## src/rhps_consts.vh

```
// Constants for the root hub port status register bank
// Notes on behaviour
// - Controller reset state clears both port registers
// - Two 32-bit port registers, reset zero
// - Bit 20 set when port reset finishes
// - Bit 19 set on overcurrent change, W1C
// - Bit 18 set when resume completes
// - Bit 17 set when hardware disables port
// - Bit 16 set on connect or disconnect
// - Bit 16 cleared by writing one
// - Fixed device makes bit 16 reset one; code does so at controller reset only, as fix_s is held zero during rst
// - Bit 9 reads low speed device attached
// - Writing one to bit 9 clears power
// - Bit 8 reads port power state
// - Always powered mode reads bit 8 one
// - Bit 0 reads device present
`ifndef RHPS_CONSTS_VH
`define RHPS_CONSTS_VH
`define RHPS_PORT1_ADDR   32'hfff05054
`define RHPS_PORT2_ADDR   32'hfff05058
`define RHPS_IRQ_STAT_ADDR 32'hfff05060
`define RHPS_IRQ_MASK_ADDR 32'hfff05064
`define RHPS_RESET_VAL    32'h00000000
`define RHPS_B_PRESENT    0
`define RHPS_B_POWER      8
`define RHPS_B_LOWSPEED   9
`define RHPS_B_CONN_CHG   16
`define RHPS_B_ENLOST_CHG 17
`define RHPS_B_RESUME_CHG 18
`define RHPS_B_OC_CHG     19
`define RHPS_B_RST_CHG    20
`define RHPS_RESP_OKAY    2'h0
`define RHPS_RESP_SLVERR  2'h2
`endif

```

## src/rhps_regs.v

```verilog
// AXI4-Lite register bank for two root hub port status registers
//
// Added by the designer: the AXI4-Lite interface to the registers.
`timescale 1ns/1ps
`default_nettype none
`include "rhps_consts.vh"
module rhps_regs #(
    parameter NPORT = 2
) (
    input  wire              ref_clk,
    input  wire              rst,
    input  wire              controller_reset_state,
    input  wire              always_powered_mode,
    input  wire [NPORT-1:0]  fixed_device_flag,
    input  wire [NPORT-1:0]  device_present,
    input  wire [NPORT-1:0]  low_speed_attached,
    input  wire [NPORT-1:0]  overcurrent_flag,
    input  wire [NPORT-1:0]  reset_done,
    input  wire [NPORT-1:0]  resume_done,
    input  wire [NPORT-1:0]  enable_lost,
    input  wire [31:0]       s_axi_awaddr,
    input  wire              s_axi_awvalid,
    output reg               s_axi_awready,
    input  wire [31:0]       s_axi_wdata,
    input  wire [3:0]        s_axi_wstrb,
    input  wire              s_axi_wvalid,
    output reg               s_axi_wready,
    output reg  [1:0]        s_axi_bresp,
    output reg               s_axi_bvalid,
    input  wire              s_axi_bready,
    input  wire [31:0]       s_axi_araddr,
    input  wire              s_axi_arvalid,
    output reg               s_axi_arready,
    output reg  [31:0]       s_axi_rdata,
    output reg  [1:0]        s_axi_rresp,
    output reg               s_axi_rvalid,
    input  wire              s_axi_rready,
    output reg  [NPORT-1:0]  port_power_on,
    output reg               irq
);
    // =========================================================
    // Pin synchronisers
    // =========================================================
    // Port status levels arrive from the line side and pass two flops; reset_done, resume_done and enable_lost do not
    wire [NPORT-1:0] pres_s, ls_s, oc_s, fix_s;
    wire             crst_s, apm_s;
    rhps_sync #(.W(4*NPORT+2)) u_sync (
        .ref_clk (ref_clk),
        .rst     (rst),
        .d       ({device_present, low_speed_attached, overcurrent_flag,
                   fixed_device_flag, controller_reset_state,
                   always_powered_mode}),
        .q       ({pres_s, ls_s, oc_s, fix_s, crst_s, apm_s})
    );

    // =========================================================
    // Write channel
    // =========================================================
    reg  [31:0] awaddr_r;
    reg  [31:0] wdata_r;
    reg  [3:0]  wstrb_r;
    reg         aw_have_r;
    reg         w_have_r;
    wire        wr_go = aw_have_r && w_have_r && !s_axi_bvalid;
    wire        full_w = (wstrb_r == 4'hf);
    wire        hit_p1 = (awaddr_r == `RHPS_PORT1_ADDR);
    wire        hit_p2 = (awaddr_r == `RHPS_PORT2_ADDR);
    wire        hit_st = (awaddr_r == `RHPS_IRQ_STAT_ADDR);
    wire        hit_mk = (awaddr_r == `RHPS_IRQ_MASK_ADDR);
    wire        wr_ok  = hit_p1 | hit_p2 | hit_st | hit_mk;

    always @(posedge ref_clk) begin
        if (rst) begin
            aw_have_r     <= 1'b0;
            w_have_r      <= 1'b0;
            awaddr_r      <= 32'h00000000;
            wdata_r       <= 32'h00000000;
            wstrb_r       <= 4'h0;
            s_axi_awready <= 1'b0;
            s_axi_wready  <= 1'b0;
            s_axi_bvalid  <= 1'b0;
            s_axi_bresp   <= `RHPS_RESP_OKAY;
        end else begin
            s_axi_awready <= !aw_have_r && !s_axi_awready;
            s_axi_wready  <= !w_have_r && !s_axi_wready;
            if (s_axi_awvalid && s_axi_awready) begin
                aw_have_r     <= 1'b1;
                awaddr_r      <= {s_axi_awaddr[31:2], 2'h0};
                s_axi_awready <= 1'b0;
            end
            if (s_axi_wvalid && s_axi_wready) begin
                w_have_r     <= 1'b1;
                wdata_r      <= s_axi_wdata;
                wstrb_r      <= s_axi_wstrb;
                s_axi_wready <= 1'b0;
            end
            if (wr_go) begin
                aw_have_r    <= 1'b0;
                w_have_r     <= 1'b0;
                s_axi_bvalid <= 1'b1;
                s_axi_bresp  <= wr_ok ? `RHPS_RESP_OKAY : `RHPS_RESP_SLVERR;
            end else if (s_axi_bvalid && s_axi_bready) begin
                s_axi_bvalid <= 1'b0;
            end
        end
    end

    // =========================================================
    // Port registers
    // =========================================================
    // Partial-strobe writes are ignored: every field is a command bit
    wire [NPORT-1:0] port_wr;

    wire [31:0]      port_rd [0:NPORT-1];
    wire [5*NPORT-1:0] port_ev;
    wire [NPORT-1:0] pwr_st;
    genvar g;
    generate
        for (g = 0; g < NPORT; g = g + 1) begin : g_port
            // Ports sit one word apart from the first port register
            assign port_wr[g] = wr_go && full_w
                && (awaddr_r == `RHPS_PORT1_ADDR + 32'h4 * g);
            rhps_port u_port (
                .ref_clk             (ref_clk),
                .rst                 (rst),
                .ctrl_rst            (crst_s),
                .fixed_device_flag   (fix_s[g]),
                .always_powered_mode (apm_s),
                .device_present      (pres_s[g]),
                .low_speed_attached  (ls_s[g]),
                .overcurrent_flag    (oc_s[g]),
                .reset_done          (reset_done[g]),
                .resume_done         (resume_done[g]),
                .enable_lost         (enable_lost[g]),
                .wr                  (port_wr[g]),
                .wdata               (wdata_r),
                .rdata               (port_rd[g]),
                .events              (port_ev[5*g +: 5]),
                .port_power_state    (pwr_st[g])
            );
        end
    endgenerate

    // =========================================================
    // Interrupt status and mask
    // =========================================================
    // Status bit 5*p+k is set by the same event that sets change bit 16+k of port p
    reg  [5*NPORT-1:0] istat_r;
    reg  [5*NPORT-1:0] imask_r;
    wire [5*NPORT-1:0] iclr = (wr_go && full_w && hit_st) ?
                              wdata_r[5*NPORT-1:0] : {5*NPORT{1'b0}};
    always @(posedge ref_clk) begin
        if (rst || crst_s) begin
            istat_r       <= {5*NPORT{1'b0}};
            imask_r       <= {5*NPORT{1'b0}};
            irq           <= 1'b0;
            port_power_on <= {NPORT{1'b0}};
        end else begin
            // New event beats a clear in the same cycle
            istat_r <= (istat_r & ~iclr) | port_ev;
            if (wr_go && full_w && hit_mk)
                imask_r <= wdata_r[5*NPORT-1:0];
            irq           <= |(istat_r & imask_r);
            port_power_on <= pwr_st;
        end
    end

    // =========================================================
    // Read channel
    // =========================================================
    reg [31:0] rd_mux;
    reg        rd_hit;
    always @* begin
        rd_hit = 1'b1;
        case ({s_axi_araddr[31:2], 2'h0})
            `RHPS_PORT1_ADDR:    rd_mux = port_rd[0];
            `RHPS_PORT2_ADDR:    rd_mux = port_rd[1];
            `RHPS_IRQ_STAT_ADDR: rd_mux = {{(32-5*NPORT){1'b0}}, istat_r};
            `RHPS_IRQ_MASK_ADDR: rd_mux = {{(32-5*NPORT){1'b0}}, imask_r};
            default: begin
                rd_mux = 32'h00000000;
                rd_hit = 1'b0;
            end
        endcase
    end

    always @(posedge ref_clk) begin
        if (rst) begin
            s_axi_arready <= 1'b0;
            s_axi_rvalid  <= 1'b0;
            s_axi_rdata   <= 32'h00000000;
            s_axi_rresp   <= `RHPS_RESP_OKAY;
        end else begin
            s_axi_arready <= !s_axi_rvalid && !s_axi_arready;
            if (s_axi_arvalid && s_axi_arready) begin
                s_axi_arready <= 1'b0;
                s_axi_rvalid  <= 1'b1;
                s_axi_rdata   <= rd_mux;
                s_axi_rresp   <= rd_hit ? `RHPS_RESP_OKAY
                                        : `RHPS_RESP_SLVERR;
            end else if (s_axi_rvalid && s_axi_rready) begin
                s_axi_rvalid <= 1'b0;
            end
        end
    end
endmodule // rhps_regs
`default_nettype wire

```

## src/rhps_sync.v

```verilog
// Two-flop synchroniser for a bus of pin levels
`timescale 1ns/1ps
`default_nettype none
module rhps_sync #(
    parameter W = 1
) (
    input  wire         ref_clk,
    input  wire         rst,
    input  wire [W-1:0] d,
    output reg  [W-1:0] q
);
    reg [W-1:0] meta_r;
    always @(posedge ref_clk) begin
        if (rst) begin
            meta_r <= {W{1'b0}};
            q      <= {W{1'b0}};
        end else begin
            meta_r <= d;
            q      <= meta_r;
        end
    end
endmodule // rhps_sync
`default_nettype wire

```

## src/rhps_port.v

```verilog
// One root hub port status register with its change bits
`timescale 1ns/1ps
`default_nettype none
`include "rhps_consts.vh"
module rhps_port (
    input  wire        ref_clk,
    input  wire        rst,
    input  wire        ctrl_rst,
    input  wire        fixed_device_flag,
    input  wire        always_powered_mode,
    input  wire        device_present,
    input  wire        low_speed_attached,
    input  wire        overcurrent_flag,
    input  wire        reset_done,
    input  wire        resume_done,
    input  wire        enable_lost,
    input  wire        wr,
    input  wire [31:0] wdata,
    output wire [31:0] rdata,
    output wire [4:0]  events,
    output wire        port_power_state
);
    reg  present_d_r;
    reg  oc_d_r;
    reg  pwr_r;
    reg  [4:0] chg_r;
    wire [4:0] set_ev;
    wire [4:0] clr;
    // Order: conn, enlost, resume, oc, reset (bits 16..20)
    // connect or disconnect edge
    assign set_ev[0] = device_present ^ present_d_r;
    assign set_ev[1] = enable_lost;
    assign set_ev[2] = resume_done;
    assign set_ev[3] = overcurrent_flag ^ oc_d_r;
    assign set_ev[4] = reset_done;
    assign clr    = wr ? wdata[`RHPS_B_RST_CHG:`RHPS_B_CONN_CHG] : 5'h00;
    assign events = set_ev;

    always @(posedge ref_clk) begin
        if (rst || ctrl_rst) begin
            present_d_r <= 1'b0;
            oc_d_r      <= 1'b0;
            pwr_r       <= 1'b0;
            chg_r       <= {4'h0, fixed_device_flag};
        end else begin
            present_d_r <= device_present;
            oc_d_r      <= overcurrent_flag;
            // Set wins over a clear in the same cycle
            chg_r       <= (chg_r & ~clr) | set_ev;
            if (wr && wdata[`RHPS_B_LOWSPEED])
                pwr_r <= 1'b0;
            else if (wr && wdata[`RHPS_B_POWER])
                pwr_r <= 1'b1;
        end
    end
    assign port_power_state = pwr_r | always_powered_mode;
    assign rdata = {11'h000, chg_r, 6'h00, low_speed_attached & device_present,
                    port_power_state, 7'h00, device_present};
endmodule // rhps_port
`default_nettype wire

```

## config.mk

```make
export PLATFORM = sky130hd
export DESIGN_NAME = rhps_regs
export DESIGN_NICKNAME = d
export VERILOG_FILES = /design/src/rhps_regs.v /design/src/rhps_sync.v /design/src/rhps_port.v
export VERILOG_INCLUDE_DIRS = /design/src
export SDC_FILE = /design/constraint.sdc
export NUM_CORES = 1
export LEC_CHECK = 0
export BUFFER_PORTS_ARGS = -buffer_cell sky130_fd_sc_hd__buf_4
export CORE_AREA = 2 2 128 130
export CTS_BUF_LIST = sky130_fd_sc_hd__clkbuf_4 sky130_fd_sc_hd__clkbuf_8
export CTS_CLUSTER_DIAMETER = 120
export DETAILED_ROUTE_END_ITERATION = 8
export DIE_AREA = 0 0 130 132
export GPL_ROUTABILITY_DRIVEN = 0
export PLACE_DENSITY = 0.66
export SYNTH_ARGS = -nofsm -noshare
export SYNTH_HDL_FRONTEND = slang
export SYNTH_HIERARCHICAL = 1
export SYNTH_SLANG_ARGS = --single-unit
export TNS_END_PERCENT = 20
```

## constraint.sdc

```tcl
create_clock -name ref_clk -period 1.9 [get_ports ref_clk]
set_input_delay 0.38 -clock ref_clk [delete_from_list [all_inputs] [get_ports ref_clk]]
set_output_delay 0.38 -clock ref_clk [all_outputs]
set_load 0.01 [all_outputs]
```

==> flow_metrics.py <==
metrics = {
    "outcome": {
        "outcome": "finished clean",
    },
    "critical_path": {
        "slowest_stage": "dfxtp_2",
        "end_kind": "register",
        "timing.critical_path.slowest_cell_delay_ps": 340,
        "path_cells": "nor4bb_4 > and4_1 > and3_4 > and4b_2 > a21boi_1 > o41a_1",
        "cp-start-kind": "register",
        "critPathMaxFanout": 5,
        "reg2reg_slack_ps": 30,
        "cp.arrival_ps": 2200,
        "crit_required_ps": 2230,
        "path_class": "reg -> reg",
    },
    "timing": {
        "post-route-period-util_pct": 98.6,
        "slew_headroom_pct": 53.1,
        "slew_viol_final": 0,
        "fmax_ghz": 0.534,
        "clock_skew_ps": 15.4,
        "layout_min_cycle_time_ps": 1870,
        "worst_pin_slew_ps": 701,
        "final_hold_viol_count": 0,
        "setup_violations": 0,
        "rsz0062_at_grt": "true",
    },
    "grt": {
        "grt_pass1_wl_um": 22700,
        "grt-ovfl-total": 0,
        "grt_use_total_pct": 16.7,
        "grt_start_max_net_pins": 58,
        "grt_pass1_vias": 4594,
        "antenna_found_initial": 0,
    },
    "die": {
        "fp.dieW_um": 130,
        "row_count": 46,
        "initial_core_util_pct": 40.8,
        "die-area_mm2": 0.0172,
        "die_y_um": 132,
        "ios": 167,
        "core_mm2": 0.0157,
    },
    "run": {
        "cap_viol_max_count": 0,
    },
    "pwr": {
        "p_per_area_mw_per_mm2": 809,
        "p_leak_nw": 3.30,
        "ir_drop_mv": 0.519,
    },
    "final_layout": {
        "nNetsFinal": 963,
        "final_common_cell": "buf_4",
        "syn_to_final_growth_pct": 24.8,
        "layout_common_cells": "buf_4 (165), nand2_1 (155), dfxtp_1 (146)",
        "n_antenna_cell": 0,
        "final_area_mm2": 0.00799,
        "drive_above_1_share_pct": 32.4,
        "postLayoutCoreUtil_pct": 50.9,
    },
    "drt": {
        "avgViaCountPerCell": 4.74,
        "postRouteAntennaNets": 0,
        "drc": 0,
        "drtIter0Drc": 312,
        "vias": 5062,
        "postRouteWirelength_um": 14300,
        "wl_per_cell_um": 13.4,
        "dr.pass1.iters": 5,
    },
    "clock_tree": {
        "cts_tree": "yes",
        "h-tree-depth": 4,
        "numCtsBuffers": 17,
        "cts_root_buf": "clkbuf_8",
        "insertion_delay_ps": 450,
        "cts.sinks": 149,
        "clock_path_buffers": 2,
        "cts.clk_slew.worst_paths_ps": 80,
    },
    "synthesis": {
        "syn_area_mm2": 0.00640,
        "synth_area_per_cell_um2": 9.06,
        "yosysWarnings": 6,
        "postSynthCellCount": 707,
    },
    "placement": {
        "portBuffers": 143,
        "dp_hpwl_um": 10500,
        "dpl-instance-area_mm2": 0.00750,
    },
    "min_path": {
        "hold_class": "in -> reg",
    },
}
[what timing repair did]
item | 4_1_cts | 5_1_grt
endpoints found under the hold margin | 0 | 0
hold buffers | 0 | 0
cloned | 0 | 0
pin swaps | 3 | 3
setup buffers | 1 | 2
endpoints found under the setup margin | 9 | 12
resized for setup | 5 | 9
[worst max-delay path: cells and delay by family, from the launching register on]
kind               cells  cell delay, ps
AOI/OAI and AO/OA      2             390
and+or+nand+nor        4            1030
DFF                    1             340
[final timing paths]
path                  startpoint                        end  cells after the start
max reg2reg         awaddr_r[11]  g_port[0].u_port/chg_r[0]                      6
min reg2reg      s_axi_rdata[30]            s_axi_rdata[30]                      2
min          always_powered_mode           u_sync/meta_r[0]                      2
max                 awaddr_r[11]  g_port[0].u_port/chg_r[0]                      6
[cell type report]
cell class / count / area [um^2]
Fill cell: 1526 / 7720
Sequential cell: 149 / 2990
Clock inverter: 12 / 153
Inverter: 11 / 41.3
Timing Repair Buffer: 170 / 1320
Clock buffer: 20 / 269
Tap cell: 216 / 270
Multi-Input combinational cell: 491 / 2950
[metrics by stage]
| step | power [mW] | hold slack (ps) | setup WS [ps] | setup TNS, ps | instances |
|---|---|---|---|---|---|
| finish | 6.47 | 137 | 25.9 | 0 | 1069 |
| global placement | 3.97 | 424 | -91.0 | -1710 | 1034 |
| global route | 6.75 | 105 | -71.5 | -155 | 1069 |
| floorplan | 3.77 | 415 | 57.3 | 0 | 754 |
| detailed placement | 3.98 | 421 | -125 | -2040 | 1034 |
| CTS | 6.53 | 110 | -1.16 | -1.16 | 1067 |
[routing by layer]
metal	track usage (%)	part of all wire, %
met4	5.56	1.1
met1	21.4	45
met2	26.8	48
met5	0	0
met3	4.91	6.4
[sequential cells by signal, summed over array words and instances (netlist names), 4 cells and up]
name / cells
awaddr_r: 30
wstrb_r: 4
imask_r: 10
g_port.u_port/chg_r: 10
u_sync/meta_r: 10
s_axi_rdata: 32
wdata_r: 15
u_sync/q: 10
istat_r: 10
[power by group]
part / internal (mW) / leakage [nW] / switching [mW]
Clock: 1.38 / 0.205 / 1.18
Sequential: 3.24 / 1.22 / 0.0816
Combinational: 0.303 / 1.88 / 0.287
(Power assumes the default switching activity.)
